[src/include/usr_pkg.sv]
// Purpose: Shared constants and types for the serial receive status block.
// Assumes: AXI4-Lite slave, 32-bit data, 8-bit byte addresses.
// Notes:   Register offsets and mode bits below are local choices.
package usr_pkg;

  // ----------------------------------------------------------------
  // Bus and register map
  // ----------------------------------------------------------------
  localparam int         ADDR_W      = 8;
  localparam int         DATA_W      = 32;
  localparam logic [7:0] OFF_STATUS  = 8'h00;
  localparam logic [7:0] OFF_RXDATA  = 8'h04;
  localparam logic [7:0] OFF_CTRL    = 8'h08;
  localparam logic [7:0] OFF_MODE    = 8'h0C;
  localparam logic [7:0] OFF_BAUD    = 8'h10;
  localparam logic [1:0] RESP_OKAY   = 2'h0;
  localparam logic [1:0] RESP_SLVERR = 2'h2;

  // ----------------------------------------------------------------
  // Status fields
  // ----------------------------------------------------------------
  localparam int         B_ER        = 7;
  localparam int         B_TX_END_FLAG      = 6;
  localparam int         B_TX_FIFO_EMPTY_FLAG      = 5;
  localparam int         B_BRK       = 4;
  localparam int         B_FER       = 3;
  localparam int         B_PER       = 2;
  localparam int         B_OVR       = 1;
  localparam int         B_DR        = 0;
  localparam logic [7:0] STICKY_MASK = 8'hF3;
  localparam logic [7:0] FLAGS_RST   = 8'h60;
  localparam int         CNT_W       = 4;
  localparam logic [3:0] CNT_MAX     = 4'hF;

  // ----------------------------------------------------------------
  // Control, mode and baud
  // ----------------------------------------------------------------
  localparam int          B_RXEN     = 4;
  localparam int          B_PAR_EN   = 5;
  localparam int          B_PAR_ODD  = 4;
  localparam int          B_TWO_STOP = 3;
  localparam int          BAUD_W     = 16;
  localparam logic [15:0] BAUD_RST   = 16'h0364;
  localparam int          CHAR_BITS  = 8;

  typedef enum logic [2:0] {
    RX_IDLE, RX_START, RX_DATA, RX_PAR, RX_STOP1, RX_STOP2
  } usr_rx_state_t;

  typedef struct packed {
    logic       parity_error_bit;
    logic       framing_error_bit;
    logic [7:0] data;
  } usr_entry_t;

  typedef struct packed {
    logic              awvalid;
    logic [ADDR_W-1:0] awaddr;
    logic              wvalid;
    logic [DATA_W-1:0] wdata;
    logic [3:0]        wstrb;
    logic              bready;
    logic              arvalid;
    logic [ADDR_W-1:0] araddr;
    logic              rready;
  } usr_axi_req_t;

  typedef struct packed {
    logic              awready;
    logic              wready;
    logic              bvalid;
    logic [1:0]        bresp;
    logic              arready;
    logic              rvalid;
    logic [DATA_W-1:0] rdata;
    logic [1:0]        rresp;
  } usr_axi_rsp_t;

endpackage

[src/design/usr_fifo.sv]
// Purpose: Synchronous FIFO with valid/ready on both sides.
// Assumes: Single clock, synchronous active-high reset.
// Notes:   Head entry is visible on out_data while out_valid is high.
module usr_fifo #(
  parameter int WIDTH = 10,
  parameter int DEPTH = 16,
  parameter int AW    = $clog2(DEPTH),
  parameter int LW    = $clog2(DEPTH + 1)
) (
  input  wire logic             clk,
  input  wire logic             rst,
  input  wire logic             in_valid,
  output logic                  in_ready,
  input  wire logic [WIDTH-1:0] in_data,
  output logic                  out_valid,
  input  wire logic             out_ready,
  output logic      [WIDTH-1:0] out_data,
  output logic      [LW-1:0]    level
);

  logic [WIDTH-1:0] mem [DEPTH];
  logic [AW-1:0]    wp_q, wp_d, rp_q, rp_d;
  logic [LW-1:0]    cnt_q, cnt_d;
  logic             do_wr, do_rd;

  assign in_ready  = (cnt_q != LW'(DEPTH));
  assign out_valid = (cnt_q != '0);
  assign out_data  = mem[rp_q];
  assign level     = cnt_q;

  always_comb
  begin
    do_wr = in_valid && in_ready;
    do_rd = out_valid && out_ready;
    wp_d  = wp_q;
    rp_d  = rp_q;
    cnt_d = cnt_q;
    // Wrap explicitly so a depth that is not a power of two still works
    if (do_wr)
    begin
      wp_d = (wp_q == AW'(DEPTH - 1)) ? '0 : AW'(wp_q + 1'b1);
    end
    if (do_rd)
    begin
      rp_d = (rp_q == AW'(DEPTH - 1)) ? '0 : AW'(rp_q + 1'b1);
    end
    if (do_wr && !do_rd)
    begin
      cnt_d = LW'(cnt_q + 1'b1);
    end
    else if (do_rd && !do_wr)
    begin
      cnt_d = LW'(cnt_q - 1'b1);
    end
  end

  always_ff @(posedge clk)
  begin
    if (rst)
    begin
      wp_q  <= '0;
      rp_q  <= '0;
      cnt_q <= '0;
    end
    else
    begin
      wp_q  <= wp_d;
      rp_q  <= rp_d;
      cnt_q <= cnt_d;
    end
  end

  always_ff @(posedge clk)
  begin
    if (do_wr)
    begin
      mem[wp_q] <= in_data;
    end
  end

endmodule

[src/design/usr_status.sv]
// Purpose: Serial receiver with error-counting status register.
// Assumes: rxd is asynchronous; standby and tx events are on clk.
// Notes:   Registers reached over AXI4-Lite, one aligned word each.
//
// Register access over AXI4-Lite and the address map were decided locally.
module usr_status #(
  parameter int FIFO_DEPTH = 16
) (
  input  wire logic          clk,
  input  wire logic          rst,
  input  wire logic          rxd,
  input  wire logic          standby,
  input  wire logic          tx_end_evt,
  input  wire logic          tx_fifo_empty_evt,
  input  wire usr_pkg::usr_axi_req_t axi_req,
  output usr_pkg::usr_axi_rsp_t      axi_rsp
);
  import usr_pkg::*;

  localparam int LW = $clog2(FIFO_DEPTH + 1);

  // ----------------------------------------------------------------
  // Declarations
  // ----------------------------------------------------------------
  usr_axi_rsp_t  rsp_q, rsp_d;
  logic [7:0]    waddr_q, waddr_d;
  logic [31:0]   wdata_q, wdata_d;
  logic [3:0]    wstrb_q, wstrb_d;
  logic          wr_go, rd_go, rd_status, wr_status, pop;
  logic [31:0]   rd_mux;
  logic          rd_hit, wr_hit;
  logic          rx_en_q, rx_en_d;
  logic [7:0]    mode_q, mode_d;
  logic [15:0]   baud_q, baud_d;
  logic [7:0]    flags_q, flags_d, armed_q, armed_d, set_v;
  logic [LW-1:0] pcnt_q, pcnt_d, fcnt_q, fcnt_d, level;
  logic [3:0]    pcnt_v, fcnt_v;
  logic [15:0]   status_v;
  logic          rxd_s1, rxd_s2, rxd_s3, rxd_v_q, rxd_v_d;
  usr_rx_state_t st_q, st_d;
  logic [15:0]   tmr_q, tmr_d;
  logic [3:0]    bitn_q, bitn_d;
  logic [7:0]    shr_q, shr_d;
  logic          pbit_q, pbit_d;
  logic          push, push_ok, in_ready, head_valid;
  usr_entry_t    entry, head;
  logic          er_set, brk_set, ovr_set;
  logic          par_en, par_odd, two_stop;

  assign axi_rsp  = rsp_q;
  assign par_en   = mode_q[B_PAR_EN];
  assign par_odd  = mode_q[B_PAR_ODD];
  assign two_stop = mode_q[B_TWO_STOP];

  // ----------------------------------------------------------------
  // Receive FIFO
  // ----------------------------------------------------------------
  usr_fifo #(
    .WIDTH ($bits(usr_entry_t)),
    .DEPTH (FIFO_DEPTH)
  ) u_fifo (
    .clk       (clk),
    .rst       (rst),
    .in_valid  (push),
    .in_ready  (in_ready),
    .in_data   (entry),
    .out_valid (head_valid),
    .out_ready (pop),
    .out_data  (head),
    .level     (level)
  );

  // ----------------------------------------------------------------
  // Status view
  // ----------------------------------------------------------------
  // Counters can reach the FIFO depth; the 4-bit fields saturate.
  assign pcnt_v   = (pcnt_q > LW'(CNT_MAX)) ? CNT_MAX : pcnt_q[CNT_W-1:0];
  assign fcnt_v   = (fcnt_q > LW'(CNT_MAX)) ? CNT_MAX : fcnt_q[CNT_W-1:0];
  assign status_v = {pcnt_v, fcnt_v, flags_q[7:4],
                     head_valid && head.framing_error_bit,
                     head_valid && head.parity_error_bit, flags_q[1:0]};

  // ----------------------------------------------------------------
  // AXI4-Lite slave
  // ----------------------------------------------------------------
  always_comb
  begin
    rd_hit = 1'b1;
    rd_mux = '0;
    case (axi_req.araddr)
      OFF_STATUS: rd_mux = {16'h0000, status_v};
      OFF_RXDATA: rd_mux = {24'h000000, head_valid ? head.data : 8'h00};
      OFF_CTRL:   rd_mux = {27'h0000000, rx_en_q, 4'h0};
      OFF_MODE:   rd_mux = {24'h000000, mode_q};
      OFF_BAUD:   rd_mux = {16'h0000, baud_q};
      default:    rd_hit = 1'b0;
    endcase
    wr_hit = (waddr_q == OFF_STATUS) || (waddr_q == OFF_RXDATA) ||
             (waddr_q == OFF_CTRL) || (waddr_q == OFF_MODE) ||
             (waddr_q == OFF_BAUD);
  end

  always_comb
  begin
    rsp_d   = rsp_q;
    waddr_d = waddr_q;
    wdata_d = wdata_q;
    wstrb_d = wstrb_q;
    wr_go   = 1'b0;
    rd_go   = 1'b0;
    if (rsp_q.awready && axi_req.awvalid)
    begin
      waddr_d       = axi_req.awaddr;
      rsp_d.awready = 1'b0;
    end
    if (rsp_q.wready && axi_req.wvalid)
    begin
      wdata_d      = axi_req.wdata;
      wstrb_d      = axi_req.wstrb;
      rsp_d.wready = 1'b0;
    end
    // Both halves held: perform the write and answer
    if (!rsp_q.awready && !rsp_q.wready && !rsp_q.bvalid)
    begin
      wr_go        = 1'b1;
      rsp_d.bvalid = 1'b1;
      rsp_d.bresp  = wr_hit ? RESP_OKAY : RESP_SLVERR;
    end
    if (rsp_q.bvalid && axi_req.bready)
    begin
      rsp_d.bvalid  = 1'b0;
      rsp_d.awready = 1'b1;
      rsp_d.wready  = 1'b1;
    end
    if (rsp_q.arready && axi_req.arvalid)
    begin
      rd_go         = 1'b1;
      rsp_d.arready = 1'b0;
      rsp_d.rvalid  = 1'b1;
      rsp_d.rdata   = rd_mux;
      rsp_d.rresp   = rd_hit ? RESP_OKAY : RESP_SLVERR;
    end
    if (rsp_q.rvalid && axi_req.rready)
    begin
      rsp_d.rvalid  = 1'b0;
      rsp_d.arready = 1'b1;
    end
  end

  assign rd_status = rd_go && (axi_req.araddr == OFF_STATUS);
  assign wr_status = wr_go && (waddr_q == OFF_STATUS) && wstrb_q[0];
  assign pop       = rd_go && (axi_req.araddr == OFF_RXDATA) && head_valid;

  always_ff @(posedge clk)
  begin
    if (rst)
    begin
      rsp_q         <= '0;
      rsp_q.awready <= 1'b1;
      rsp_q.wready  <= 1'b1;
      rsp_q.arready <= 1'b1;
      waddr_q       <= '0;
      wdata_q       <= '0;
      wstrb_q       <= '0;
    end
    else
    begin
      rsp_q   <= rsp_d;
      waddr_q <= waddr_d;
      wdata_q <= wdata_d;
      wstrb_q <= wstrb_d;
    end
  end

  // ----------------------------------------------------------------
  // Control registers and status flags
  // ----------------------------------------------------------------
  always_comb
  begin
    rx_en_d = rx_en_q;
    mode_d  = mode_q;
    baud_d  = baud_q;
    flags_d = flags_q;
    armed_d = armed_q;
    if (wr_go && wstrb_q[0])
    begin
      if (waddr_q == OFF_CTRL)
        rx_en_d = wdata_q[B_RXEN];
      if (waddr_q == OFF_MODE)
        mode_d = wdata_q[7:0];
      if (waddr_q == OFF_BAUD)
        baud_d[7:0] = wdata_q[7:0];
    end
    if (wr_go && wstrb_q[1] && (waddr_q == OFF_BAUD))
      baud_d[15:8] = wdata_q[15:8];
    // A read remembers which flags were seen as 1
    if (rd_status)
      armed_d = armed_q | (flags_q & STICKY_MASK);
    for (int i = 0; i < 8; i++)
    begin
      // Written 1s are ignored; 0 clears only an armed flag
      if (wr_status && STICKY_MASK[i] && !wdata_q[i])
      begin
        if (armed_q[i])
          flags_d[i] = 1'b0;
        armed_d[i] = 1'b0;
      end
    end
    // Set wins over a written clear in the same cycle; standby still clears ER
    flags_d = flags_d | (set_v & STICKY_MASK);
    if (standby)
    begin
      flags_d[B_ER]   = 1'b0;
      armed_d[B_ER]   = 1'b0;
      flags_d[B_TX_END_FLAG] = 1'b1;
      flags_d[B_TX_FIFO_EMPTY_FLAG] = 1'b1;
    end
  end

  assign set_v = {er_set, tx_end_evt, tx_fifo_empty_evt, brk_set,
                  2'h0, ovr_set, push_ok};

  always_ff @(posedge clk)
  begin
    if (rst)
    begin
      rx_en_q <= 1'b0;
      mode_q  <= '0;
      baud_q  <= BAUD_RST;
      flags_q <= FLAGS_RST;
      armed_q <= '0;
    end
    else
    begin
      rx_en_q <= rx_en_d;
      mode_q  <= mode_d;
      baud_q  <= baud_d;
      flags_q <= flags_d;
      armed_q <= armed_d;
    end
  end

  // ----------------------------------------------------------------
  // Receiver
  // ----------------------------------------------------------------
  always_comb
  begin
    st_d    = st_q;
    tmr_d   = (tmr_q == '0) ? tmr_q : 16'(tmr_q - 1'b1);
    bitn_d  = bitn_q;
    shr_d   = shr_q;
    pbit_d  = pbit_q;
    rxd_v_d = (rxd_s2 == rxd_s3) ? rxd_s3 : rxd_v_q;
    push    = 1'b0;
    entry   = '0;
    entry.data = shr_q;
    case (st_q)
      RX_IDLE:
        if (rx_en_q && !rxd_v_q)
        begin
          st_d  = RX_START;
          tmr_d = baud_q >> 1;
        end
      RX_START:
        if (tmr_q == '0)
        begin
          st_d   = rxd_v_q ? RX_IDLE : RX_DATA;
          tmr_d  = 16'(baud_q - 1'b1);
          bitn_d = '0;
        end
      RX_DATA:
        if (tmr_q == '0)
        begin
          shr_d  = {rxd_v_q, shr_q[7:1]};
          bitn_d = 4'(bitn_q + 1'b1);
          tmr_d  = 16'(baud_q - 1'b1);
          if (bitn_q == 4'(CHAR_BITS - 1))
            st_d = par_en ? RX_PAR : RX_STOP1;
        end
      RX_PAR:
        if (tmr_q == '0)
        begin
          pbit_d = rxd_v_q;
          tmr_d  = 16'(baud_q - 1'b1);
          st_d   = RX_STOP1;
        end
      RX_STOP1:
        if (tmr_q == '0)
        begin
          // Errored characters are stored like any other
          push      = 1'b1;
          entry.framing_error_bit = !rxd_v_q;
          entry.parity_error_bit = par_en && ((^{shr_q, pbit_q}) != par_odd);
          tmr_d     = 16'(baud_q - 1'b1);
          st_d      = two_stop ? RX_STOP2 : RX_IDLE;
        end
      RX_STOP2:
        // Second stop bit is only timed, never sampled
        if (tmr_q == '0)
          st_d = RX_IDLE;
      default:
        st_d = RX_IDLE;
    endcase
    if (!rx_en_q || standby)
      st_d = RX_IDLE;
  end

  assign push_ok = push && in_ready;
  assign ovr_set = push && !in_ready;
  assign er_set  = push && (entry.framing_error_bit || entry.parity_error_bit);
  assign brk_set = push && entry.framing_error_bit && (shr_q == 8'h00);

  always_ff @(posedge clk)
  begin
    if (rst)
    begin
      rxd_s1  <= 1'b1;
      rxd_s2  <= 1'b1;
      rxd_s3  <= 1'b1;
      rxd_v_q <= 1'b1;
      st_q    <= RX_IDLE;
      tmr_q   <= '0;
      bitn_q  <= '0;
      shr_q   <= '0;
      pbit_q  <= 1'b0;
    end
    else
    begin
      rxd_s1  <= rxd;
      rxd_s2  <= rxd_s1;
      rxd_s3  <= rxd_s2;
      rxd_v_q <= rxd_v_d;
      st_q    <= st_d;
      tmr_q   <= tmr_d;
      bitn_q  <= bitn_d;
      shr_q   <= shr_d;
      pbit_q  <= pbit_d;
    end
  end

  // ----------------------------------------------------------------
  // Error counters
  // ----------------------------------------------------------------
  always_comb
  begin
    pcnt_d = LW'(pcnt_q + (push_ok && entry.parity_error_bit)
                        - (pop && head.parity_error_bit));
    fcnt_d = LW'(fcnt_q + (push_ok && entry.framing_error_bit)
                        - (pop && head.framing_error_bit));
  end

  always_ff @(posedge clk)
  begin
    if (rst)
    begin
      pcnt_q <= '0;
      fcnt_q <= '0;
    end
    else
    begin
      pcnt_q <= pcnt_d;
      fcnt_q <= fcnt_d;
    end
  end
endmodule

[config.mk]
export PLATFORM = sky130hd
export DESIGN_NAME = usr_status
export DESIGN_NICKNAME = d
export VERILOG_FILES = /design/src/include/usr_pkg.sv /design/src/design/usr_fifo.sv /design/src/design/usr_status.sv
export SDC_FILE = /design/constraint.sdc
export NUM_CORES = 1
export LEC_CHECK = 0
export BUFFER_PORTS_ARGS = -buffer_cell sky130_fd_sc_hd__buf_2
export CAP_MARGIN = 20
export CORE_UTILIZATION = 54
export CTS_CLUSTER_DIAMETER = 100
export DETAILED_ROUTE_END_ITERATION = 7
export PLACE_DENSITY = 0.84
export SYNTH_ARGS = -nofsm -noshare
export SYNTH_HDL_FRONTEND = slang
export SYNTH_SLANG_ARGS = --single-unit
[constraint.sdc]
create_clock -name clk -period 3.6 [get_ports clk]
set_clock_uncertainty 0.1 [all_clocks]
set_input_delay 0.36 -clock clk [delete_from_list [all_inputs] [get_ports clk]]
set_output_delay 0.36 -clock clk [all_outputs]
set_load 0.01 [all_outputs]
==> results of run 1 <==
-- state kept, by name (all words and copies together), names as in the netlist, 2 cells and up, named ones only --
register	flops
armed_q	6
axi_rsp	23
baud_q	16
bitn_q	4
fcnt_q	5
flags_q	6
mode_q	8
pcnt_q	5
shr_q	8
st_q	3
tmr_q	16
u_fifo.level	5
u_fifo.mem	160
u_fifo.rp_q	4
u_fifo.wp_q	4
waddr_q	8
wdata_q	16
wstrb_q	2
-- path summary, 6_finish.rpt --
path	startpoint	to	slack (ns)	depth (start not counted)
max	register	fcnt_q[4]	0.17	11
min	axi_req[56]	waddr_q[4]	0.05	3
max reg2reg	register	fcnt_q[4]	0.17	11
min reg2reg	rxd_s1	rxd_s2	0.33	1
-- cell families (layout without fill, tap and decap cells) --
group | count (synthesis) | in the layout | share of synthesized area, %
buf+inv | 116 | 254 | 3.75
fa+ha+maj | 31 | 31 | 3.00
flops | 309 | 309 | 57.0
simple gates | 374 | 374 | 13.2
other cells | 1 | 19 | 0.0274
mux | 85 | 85 | 10.4
compound gates | 211 | 211 | 9.85
xor+xnor | 43 | 43 | 2.76
-- final cells by class --
type | count | area [sq um] | area share [%]
sequential | 309 | 7790 | 48.5
multi-input combinational | 762 | 5470 | 34.0
timing repair buffer | 160 | 1130 | 7.01
clock buffer | 45 | 953 | 5.93
tap | 324 | 405 | 2.52
clock inverter | 12 | 185 | 1.15
inverter | 37 | 139 | 0.864
antenna | 1 | 2.50 | 0.0156
-- cell usage in the layout (no fill, tap or decap), types with 22 or more instances in the layout --
master	instances
sky130_fd_sc_hd__ha_1	28
sky130_fd_sc_hd__nand2_1	116
sky130_fd_sc_hd__buf_4	58
sky130_fd_sc_hd__clkbuf_16	35
sky130_fd_sc_hd__nor2_1	103
sky130_fd_sc_hd__a21oi_1	99
sky130_fd_sc_hd__xnor2_1	22
sky130_fd_sc_hd__buf_2	66
sky130_fd_sc_hd__dlygate4sd3_1	36
sky130_fd_sc_hd__nor3_1	27
sky130_fd_sc_hd__edfxtp_1	160
sky130_fd_sc_hd__mux2i_1	37
sky130_fd_sc_hd__dfxtp_1	148
sky130_fd_sc_hd__inv_1	36
sky130_fd_sc_hd__mux4_2	45
-- stage by stage --
| stage | utilization (%) | cells | area [sq um] |
|---|---|---|---|
| finish | 65.5 | 1650 | 16100 |
| global route | 65.5 | 1649 | 16100 |
| CTS | 65.4 | 1649 | 16000 |
| detailed placement | 59.3 | 1556 | 14500 |
| global placement | 59.3 | 1556 | 14500 |
| floorplan | - | 1187 | 13700 |
-- worst max-delay path, stage by stage, from the launching register on --
cell	delay, ns
sky130_fd_sc_hd__dfxtp_1	0.49
sky130_fd_sc_hd__mux4_2	0.53
sky130_fd_sc_hd__mux4_2	0.51
sky130_fd_sc_hd__nor2b_1	0.16
sky130_fd_sc_hd__ha_1	0.27
sky130_fd_sc_hd__inv_1	0.04
sky130_fd_sc_hd__ha_1	0.22
sky130_fd_sc_hd__fa_1	0.42
sky130_fd_sc_hd__a21o_1	0.19
sky130_fd_sc_hd__a21oi_1	0.16
sky130_fd_sc_hd__xor2_1	0.18
sky130_fd_sc_hd__nor2_1	0.05
-- routing by layer --
| metal | routed length (um) | GRT usage (%) | vias up |
|---|---|---|---|
| met5 | 0 | 0 | - |
| met4 | 1450 | 12.0 | 0 |
| met3 | 2890 | 5.39 | 118 |
| met2 | 16100 | 42.8 | 503 |
| met1 | 13200 | 34.1 | 4875 |
| li1 | - | - | 4534 |
-- repair_timing --
| item | 4_1_cts | 5_1_grt |
|---|---|---|
| hold buffers | 36 | 0 |
| gates resized for setup | 0 | 4 |
| endpoints found under the hold margin | 35 | 0 |
| setup endpoints to repair | 0 | 2 |
-- power groups by stage --
| stage | logic (mW) | registers [mW] | clock network [mW] |
|---|---|---|---|
| after floorplan | 0.657 | 3.91 | 0 |
| after global placement | 0.855 | 3.92 | 0 |
| after detailed placement | 0.879 | 3.93 | 0 |
| after CTS | 0.918 | 3.85 | 3.54 |
| after global routing | 1.05 | 3.87 | 3.68 |
| final | 0.953 | 3.86 | 3.51 |
==> summary.txt, run 1 <==
Pwr
  – NetSw: 2.00 mW
  – Design internal power: 6.32 mW
  – Total power of the final layout: 8.33 mW
  – Clock share of power: 42.2%
  – Sequential power share: 46.4%
  – LEAKAGE: 5.89 nW
  – Maximum vdd drop: 451 uV
  – Fraction of power consumed by combinational cells: 11.4%
  – PD cells: 518 mW/mm^2
  – Fraction of power spent switching nets: 24.1%

Synthesis
  – Area share of the largest cell type after synthesis: 35.2%
  – Leading cell type by number of instances after synthesis: sky130_fd_sc_hd__edfxtp_1
  – Post-synth top area cell: sky130_fd_sc_hd__edfxtp_1
  – Post-Syn Area per Cell: 11.7 sq um
  – Count of cell types in the netlist: 72
  – Yosys warns: 0
  – Synthesized instance count: 1170
  – Number of enable flip-flop cells after synthesis: 160
  – Register bit count reported by yosys: 309
  – Share of flip-flops with an asynchronous set or reset after synthesis: 0%
  – Primary flip-flop cell chosen by synthesis mapping: sky130_fd_sc_hd__edfxtp_1
  – Synth Cell Area: 0.0137 sq mm
  – Share of synthesized area occupied by flip-flops and latches: 57.0%
  – Biggest area contributors in the synthesized netlist: sky130_fd_sc_hd__edfxtp_1 35%, sky130_fd_sc_hd__dfxtp_1 22%, sky130_fd_sc_hd__mux4_2 7.4%
  – Synth cell count leaders: 160 x sky130_fd_sc_hd__edfxtp_1, 149 x sky130_fd_sc_hd__dfxtp_1, 116 x sky130_fd_sc_hd__nand2_1, 104 x sky130_fd_sc_hd__nor2_1, 99 x sky130_fd_sc_hd__a21oi_1

Detailed routing
  – Detailed-route vias per instance: 6.08
  – Per-cell routed wire length: 20.4 um
  – First-pass iteration count of the detailed router: 5
  – Routed Wire Length: 33600 um
  – Remaining routing DRC violations: 0
  – Vias after detailed routing: 10000
  – Iter 0 DRT Violations: 1079
  – Antenna violation net count after detailed routing: 0

Timing
  – Fin crit period: 3.43 ns
  – Setup Viol. Count Final: 0
  – Relative slew slack: 29.5%
  – Fmax: 292 MHz
  – Worst setup slack after layout: 0.173 ns
  – Unrepaired setup endpoints after global routing: no
  – Worst hold slack after final layout: 0.0522 ns
  – Count of final hold-check violations: 0
  – Max-slew violation count: 0
  – Slew of the pin with the lowest slew margin: 1.06 ns
  – Final TNS setup: 0 ns
  – Final Cycle Share: 95.2%

Setup path
  – Type of destination of the critical path: register
  – Type of the worst setup path: reg -> reg
  – Critical path arrival: 3.78 ns
  – Required time of the critical path: 3.95 ns
  – Highest fanout seen on the critical path: 6
  – Kind of start point of the critical path: register

Cells and area
  – Count of nets after finishing: 1395
  – Fill cells: 1671
  – Growth of design area from synthesis to finish: 17.6%
  – Layout cells sized above 1: 18.6%

Placement
  – HPWL after detailed placement: 21700 um
  – Port-buffer cells: 67
  – Global placement routability congestion: 0.865
  – Placement-stage worst setup slack: 0.0480 ns

Global route
  – Pin count of the biggest net entering global routing: 101
  – All-Layer GR Usage: 26.3%
  – Vias in the first global route: 10000
  – Antenna violations before repair: 1
  – First-pass GRT wire length: 53600 um
  – Congestion Overflow GR: 0

Floorplan
  – Boundary Pins: 104
  – Number of rows in the core area: 57
  – Total core area: 0.0245 sq mm
  – Starting utilization of the core area: 55.7%
  – Die area: 0.0259 sq mm
  – Floorplan die height: 161 um
  – Die Span X: 161 um

Clock tree
  – TritonCTS clock tree: yes
  – Count of H-tree levels built during CTS: 1
  – CTS root buffer: sky130_fd_sc_hd__clkbuf_16
  – Clock slew at reported path FFs: 0.06 ns
  – CTS Buffer Depth: 3
  – Total CTS buffers: 31
  – Sinks on the clock net: 309
  – Clock Latency Late Sink: 0.58 ns
  – Postcts setup bufs: 0

Status
  – Run status: finished, final reports clean

Run
  – Max Cap Viol: 0

Worst hold path
  – Min-Delay Path Class: in -> reg
Note: power is estimated with default switching activity, not from simulation.
==> run 2, diff against run 1 <==
--- a/config.mk
+++ b/config.mk
@@ -7,7 +7,9 @@
 export LEC_CHECK = 0
 export BUFFER_PORTS_ARGS = -buffer_cell sky130_fd_sc_hd__buf_2
 export CAP_MARGIN = 20
-export CORE_UTILIZATION = 54
+export CELL_PAD_IN_SITES_DETAIL_PLACEMENT = 1
+export CELL_PAD_IN_SITES_GLOBAL_PLACEMENT = 1
+export CORE_UTILIZATION = 44
 export CTS_CLUSTER_DIAMETER = 100
 export DETAILED_ROUTE_END_ITERATION = 7
 export PLACE_DENSITY = 0.84
==> run 2 against run 1 <==
  * Hold slack worse by 0.037 ns
  * Clock power is 2% lower
  * Via count decreased by 1.6%
==> summary.txt, run 2 (synthesis results as in run 1) <==
Status
  – Run status: finished, final reports clean

Detailed routing
  – Iter 0 DRT Violations: 674 (-38%)
  – Detailed-route vias per instance: 5.77 (-5.0%)
  – Remaining routing DRC violations: 0 (unchanged)
  – Antenna violation net count after detailed routing: 0 (unchanged)
  – Per-cell routed wire length: 22.5 um (+10%)
  – Routed Wire Length: 38500 um (+14%)
  – First-pass iteration count of the detailed router: 6 (+1)
  – Vias after detailed routing: 9867 (-1.6%)

Placement
  – Total placed instance area: 0.0146 sq mm (+0.52%)
  – Global placement routability congestion: 0.849 (-1.9%)
  – Number of instances in the placed design: 1626 (+4.5%)
  – Port-buffer cells: 67 (unchanged)
  – HPWL after detailed placement: 25600 um (+18%)

Cells and area
  – Most frequent standard cell in the layout excluding fill and tap cells: sky130_fd_sc_hd__edfxtp_1
  – Number of flip-flops in the largest register: 160 (unchanged)
  – Fill cells: 3218 (+93%)
  – Area used by multi-input combinational logic: 0.00545 sq mm (-0.23%)
  – Count of nets after finishing: 1382 (-0.93%)
  – Layout cells sized above 1: 18.8% (+0.18 points)
  – Non-Filler Instances: 1709 (+3.6%)
  – Growth of design area from synthesis to finish: 16.7%
  – Commonest non-fill, non-tap cells in the layout: 160 x sky130_fd_sc_hd__edfxtp_1, 143 x sky130_fd_sc_hd__dfxtp_1, 116 x sky130_fd_sc_hd__nand2_1
  – Top reg by flops: u_fifo.mem
  – Final std cell area, no fill: 0.0159 sq mm (-0.75%)
  – Register area: 0.00779 sq mm (about the same)

Timing
  – Setup Viol. Count Final: 0 (unchanged)
  – Relative slew slack: 44.6% (+15 points)
  – Max-slew violation count: 0 (unchanged)
  – Count of final hold-check violations: 0 (unchanged)
  – Final Cycle Share: 96.1% (+0.91 points)
  – Fmax: 289 MHz (-0.94%)
  – Fin crit period: 3.46 ns (+0.0326 ns)
  – Slew of the pin with the lowest slew margin: 0.824 ns (-0.233 ns)

Floorplan
  – Number of rows in the core area: 64 (+12%)
  – Floorplan die height: 178 um (+11%)
  – Die Span X: 178 um (+11%)
  – Boundary Pins: 104 (unchanged)
  – Starting utilization of the core area: 44.7% (-11 points)
  – Total core area: 0.0306 sq mm (+25%)
  – Die area: 0.0318 sq mm (+22%)

Worst hold path
  – Min-Delay Path Class: in -> reg
  – Number of cells on the worst hold path: 3 (unchanged)

Setup path
  – Combined buffer and inverter count along the critical path: 1 (unchanged)
  – Highest fanout seen on the critical path: 7 (+1)
  – Logic depth of the worst register-to-register path: 11 (unchanged)
  – Kind of start point of the critical path: register
  – Required time of the critical path: 3.90 ns (-0.05 ns)
  – Highest cell delay on the worst timing path: 0.55 ns (+0.02 ns)
  – Type of destination of the critical path: register
  – Critical path arrival: 3.76 ns (-0.02 ns)
  – Critical Path Slowest Stage Cell: sky130_fd_sc_hd__mux4_2
  – Cell count along the critical path: 11 (unchanged)
  – Dominant delay contributor by cell family on the critical path: multiplexers
  – Type of the worst setup path: reg -> reg
  – Cell Chain, Critical Path: mux4_2 -> mux4_2 -> nor2b_1 -> ha_1 -> inv_1 -> ha_1 -> fa_1 -> a21o_1 -> a21oi_1 -> xor2_1 -> nor2_1

Clock tree
  – Clock slew at reported path FFs: 0.06 ns (about the same)
  – Total CTS buffers: 35 (+13%)
  – Sinks on the clock net: 309 (unchanged)
  – CTS Buffer Depth: 3 (unchanged)
  – Count of H-tree levels built during CTS: 2 (+1)
  – CTS root buffer: sky130_fd_sc_hd__clkbuf_16
  – Clock Latency Late Sink: 0.53 ns (-0.05 ns)
  – TritonCTS clock tree: yes

Global route
  – First-pass GRT wire length: 58900 um (+9.9%)
  – Vias in the first global route: 10300 (+3.0%)
  – Congestion Overflow GR: 0 (unchanged)
  – Antenna violations before repair: 1 (unchanged)
  – Pin count of the biggest net entering global routing: 68 (-33%)
  – All-Layer GR Usage: 24.6% (-1.8 points)

Pwr
  – Maximum vdd drop: 443 uV (-1.8%)
  – Total power of the final layout: 8.26 mW (-0.75%)
  – LEAKAGE: 5.81 nW (-1.4%)
  – PD cells: 518 mW/mm^2 (about the same)

Run
  – Max Cap Viol: 0 (unchanged)
run 2: tightest hold or removal path, stage by stage:
cell and delay, ns:
sky130_fd_sc_hd__buf_2 0.10, sky130_fd_sc_hd__nand3_1 0.07, sky130_fd_sc_hd__a21oi_1 0.06
run 2: final timing paths:
| check | slack (ns) | start | to |
|---|---|---|---|
| setup reg to reg | 0.14 | register | fcnt_q[4] |
| setup / recovery | 0.14 | register | fcnt_q[4] |
| hold / removal | 0.01 | axi_req[49] | waddr_q[1] |
| hold reg to reg | 0.31 | rxd_s1 | rxd_s2 |
run 2: repair_timing:
item / in CTS / in global routing
setup buffers: 0 / 0
gates resized for setup: 1 / 5
pin swaps: 0 / 0
setup endpoints to repair: 1 / 3
hold endpoints to repair: 20 / 1
hold buffers: 20 / 1
run 2: per-layer routing:
layer	vias to the layer above	global-route usage, %	share of wire (%)
li1	4515	-	-
met1	4952	29.7	41
met2	300	42.5	50
met3	100	4.90	5.1
met4	0	10.7	3.6
met5	-	0	0
run 2: area by class of cell:
class	instances	share of cell area, %
Sequential cell	309	48.9
Multi-Input combinational cell	762	34.2
Timing Repair Buffer	143	6.03
Clock buffer	44	5.83
Tap cell	396	3.11
Clock inverter	17	1.07
Inverter	37	0.871
Antenna cell	1	0.0157
run 2: report_power, final:
part	switching, mW	total [mW]	internal, mW
clock network	1.44	3.43	1.99
registers	0.105	3.86	3.76
logic	0.546	0.965	0.419
run 2: metrics by stage:
stage | hold WS [ns] | setup TNS [ns] | setup slack (ns) | util, %
floorplan | 0.289 | 0 | 0.0538 | -
global placement | 0.300 | 0 | 0.152 | 47.8
detailed placement | 0.300 | 0 | 0.0354 | 47.8
CTS | 0.00394 | 0 | 0.0588 | 52.1
global route | 0.00597 | -0.000723 | -0.000723 | 52.1
finish | 0.0150 | 0 | 0.141 | 52.1
==> run 3, diff against run 2 <==
--- a/config.mk
+++ b/config.mk
@@ -12,6 +12,7 @@
 export CORE_UTILIZATION = 44
 export CTS_CLUSTER_DIAMETER = 100
 export DETAILED_ROUTE_END_ITERATION = 7
+export HOLD_SLACK_MARGIN = 0.05
 export PLACE_DENSITY = 0.84
 export SYNTH_ARGS = -nofsm -noshare
 export SYNTH_HDL_FRONTEND = slang
==> run 3 against run 2 <==
  * Cell area increased by 0.83%
  * Highest routed layer unchanged
  * Final cell count increased by 0.82%
  * Maximum frequency decreased by 0.75%
  * Largest power group unchanged
==> summary.txt, run 3 (synthesis results as in run 1) <==
Status
  – Run status: finished, final reports clean

Timing
  – Relative slew slack: 44.3% (-0.32 points)
  – Count of final hold-check violations: 0 (unchanged)
  – Setup Viol. Count Final: 0 (unchanged)
  – Fmax: 287 MHz (-0.75%)
  – Slew of the pin with the lowest slew margin: 0.829 ns (+0.00481 ns)
  – Final TNS setup: 0 ns (unchanged)
  – Fin crit period: 3.49 ns (+0.0262 ns)
  – Max-slew violation count: 0 (unchanged)
  – Unrepaired setup endpoints after global routing: no
  – Final Cycle Share: 96.8% (+0.73 points)

Setup path
  – Type of destination of the critical path: register
  – Logic depth of the worst register-to-register path: 15 (+4)
  – Highest fanout seen on the critical path: 13 (+6)
  – Setup slack on the worst flop-to-flop path: 0.11 ns (-0.03 ns)
  – Required time of the critical path: 3.95 ns (+0.05 ns)
  – FF-to-FF End: pcnt_q[4]
  – Critical path arrival: 3.84 ns (+0.08 ns)
  – Endpoint of the worst setup timing path: pcnt_q[4]
  – Type of the worst setup path: reg -> reg
  – Kind of start point of the critical path: register

Pwr
  – LEAKAGE: 5.86 nW (+0.92%)
  – Maximum vdd drop: 445 uV (+0.47%)
  – PD cells: 515 mW/mm^2 (-0.60%)

Detailed routing
  – Iter 0 DRT Violations: 776 (+15%)
  – Antenna violation net count after detailed routing: 0 (unchanged)
  – Routed Wire Length: 39600 um (+2.8%)
  – Remaining routing DRC violations: 0 (unchanged)
  – First-pass iteration count of the detailed router: 7 (+1)
  – Per-cell routed wire length: 23.0 um (+1.9%)
  – Detailed-route vias per instance: 5.80 (+0.47%)
  – Vias after detailed routing: 9995 (+1.3%)

Worst hold path
  – Min-Delay Path Class: in -> reg
  – Worst hold path startpoint: axi_req[56]

Cells and area
  – Commonest non-fill, non-tap cells in the layout: 160 x sky130_fd_sc_hd__edfxtp_1, 143 x sky130_fd_sc_hd__dfxtp_1, 116 x sky130_fd_sc_hd__nand2_1
  – Most frequent standard cell in the layout excluding fill and tap cells: sky130_fd_sc_hd__edfxtp_1
  – Count of nets after finishing: 1395 (+0.94%)
  – Top reg by flops: u_fifo.mem
  – Growth of design area from synthesis to finish: 17.7%
  – Number of flip-flops in the largest register: 160 (unchanged)
  – Utilization after layout: 52.6% (+0.43 points)
  – Layout cells sized above 1: 18.6% (-0.18 points)

Floorplan
  – Floorplan die height: 178 um (unchanged)
  – Die Span X: 178 um (unchanged)
  – Boundary Pins: 104 (unchanged)
  – Total core area: 0.0306 sq mm (unchanged)
  – Starting utilization of the core area: 44.7% (unchanged)
  – Number of rows in the core area: 64 (unchanged)
  – Die area: 0.0318 sq mm (unchanged)

Clock tree
  – Sinks on the clock net: 309 (unchanged)
  – CTS Buffer Depth: 3 (unchanged)
  – Clock Latency Late Sink: 0.53 ns (about the same)
  – Count of H-tree levels built during CTS: 2 (unchanged)
  – Clock slew at reported path FFs: 0.06 ns (about the same)
  – TritonCTS clock tree: yes
  – Total CTS buffers: 35 (unchanged)
  – CTS root buffer: sky130_fd_sc_hd__clkbuf_16

Global route
  – Congestion Overflow GR: 0 (unchanged)
  – First-pass GRT wire length: 60600 um (+3.0%)
  – Pin count of the biggest net entering global routing: 68 (unchanged)
  – Antenna violations before repair: 2 (+1)
  – Vias in the first global route: 10400 (+1.3%)
  – All-Layer GR Usage: 25.3% (+0.74 points)

Run
  – Max Cap Viol: 0 (unchanged)

Placement
  – Global placement routability congestion: 0.849 (unchanged)
  – Port-buffer cells: 67 (unchanged)
  – HPWL after detailed placement: 25600 um (unchanged)
[run 3: cell types whose count changed in the layout (fill, tap and decap cells not counted)]
cell,change
sky130_fd_sc_hd__dlygate4sd3_1,+13
sky130_fd_sc_hd__diode_2,+1
[run 3: repair_timing]
action                                  4_1_cts  5_1_grt
gates cloned                                  0        0
buffers inserted                              0        0
resized for setup                             1        5
endpoints found under the setup margin        1        3
hold endpoints to repair                     34        0
hold buffers                                 34        0
[run 3: report_power, final]
part / switching (mW) / internal [mW]
registers: 0.105 / 3.76
clock network: 1.45 / 1.99
logic: 0.548 / 0.429
total: 2.10 / 6.18
[run 3: cell type report]
type / count / area, sq um
antenna: 2 / 5.00
clock buffer: 44 / 930
tap: 396 / 495
timing repair buffer: 156 / 1090
clock inverter: 17 / 170
multi-input combinational: 762 / 5450
inverter: 37 / 139
fill: 3216 / 14500
sequential: 309 / 7790
[run 3: metrics by stage]
step	area, sq um	setup slack, ns	std cells	hold slack (ns)	power [mW]
finish	16100	0.115	1723	0.0641	8.28
global route	16100	0.00126	1723	0.0740	8.59
CTS	16100	0.0588	1721	0.0546	8.31
detailed placement	14600	0.0354	1626	0.300	4.85
global placement	14600	0.152	1626	0.300	4.81
floorplan	13700	0.0538	1187	0.289	4.57
[run 3: how the worst min path moves through the flow]
stage	depth (start not counted)	slack [ns]	endpoint
global route	2	0.07	axi_rsp[40]
CTS	2	0.05	axi_rsp[40]
detailed placement	1	0.30	rxd_s2
global placement	1	0.30	rxd_s2
floorplan	1	0.29	rxd_s2
finish	2	0.06	axi_rsp[40]
[run 3: critical path, stage by stage (launching register included)]
cell,delay [ns]
sky130_fd_sc_hd__dfxtp_2,0.49
sky130_fd_sc_hd__buf_4,0.28
sky130_fd_sc_hd__mux4_2,0.34
sky130_fd_sc_hd__mux2_2,0.28
sky130_fd_sc_hd__o21ai_1,0.19
sky130_fd_sc_hd__nor2_1,0.09
sky130_fd_sc_hd__ha_1,0.29
sky130_fd_sc_hd__inv_1,0.08
sky130_fd_sc_hd__ha_1,0.20
sky130_fd_sc_hd__inv_1,0.08
sky130_fd_sc_hd__fa_1,0.41
sky130_fd_sc_hd__inv_1,0.08
sky130_fd_sc_hd__a21o_1,0.14
sky130_fd_sc_hd__a21oi_1,0.09
sky130_fd_sc_hd__xor2_1,0.15
sky130_fd_sc_hd__nor2_1,0.13
[run 3: routing by layer]
metal	global-route usage (%)	vias to the layer above	routed length [um]
li1	-	4536	-
met1	31.0	5006	16100
met2	44.0	344	20000
met3	4.22	109	1930
met4	10.6	0	1560
met5	0	-	0
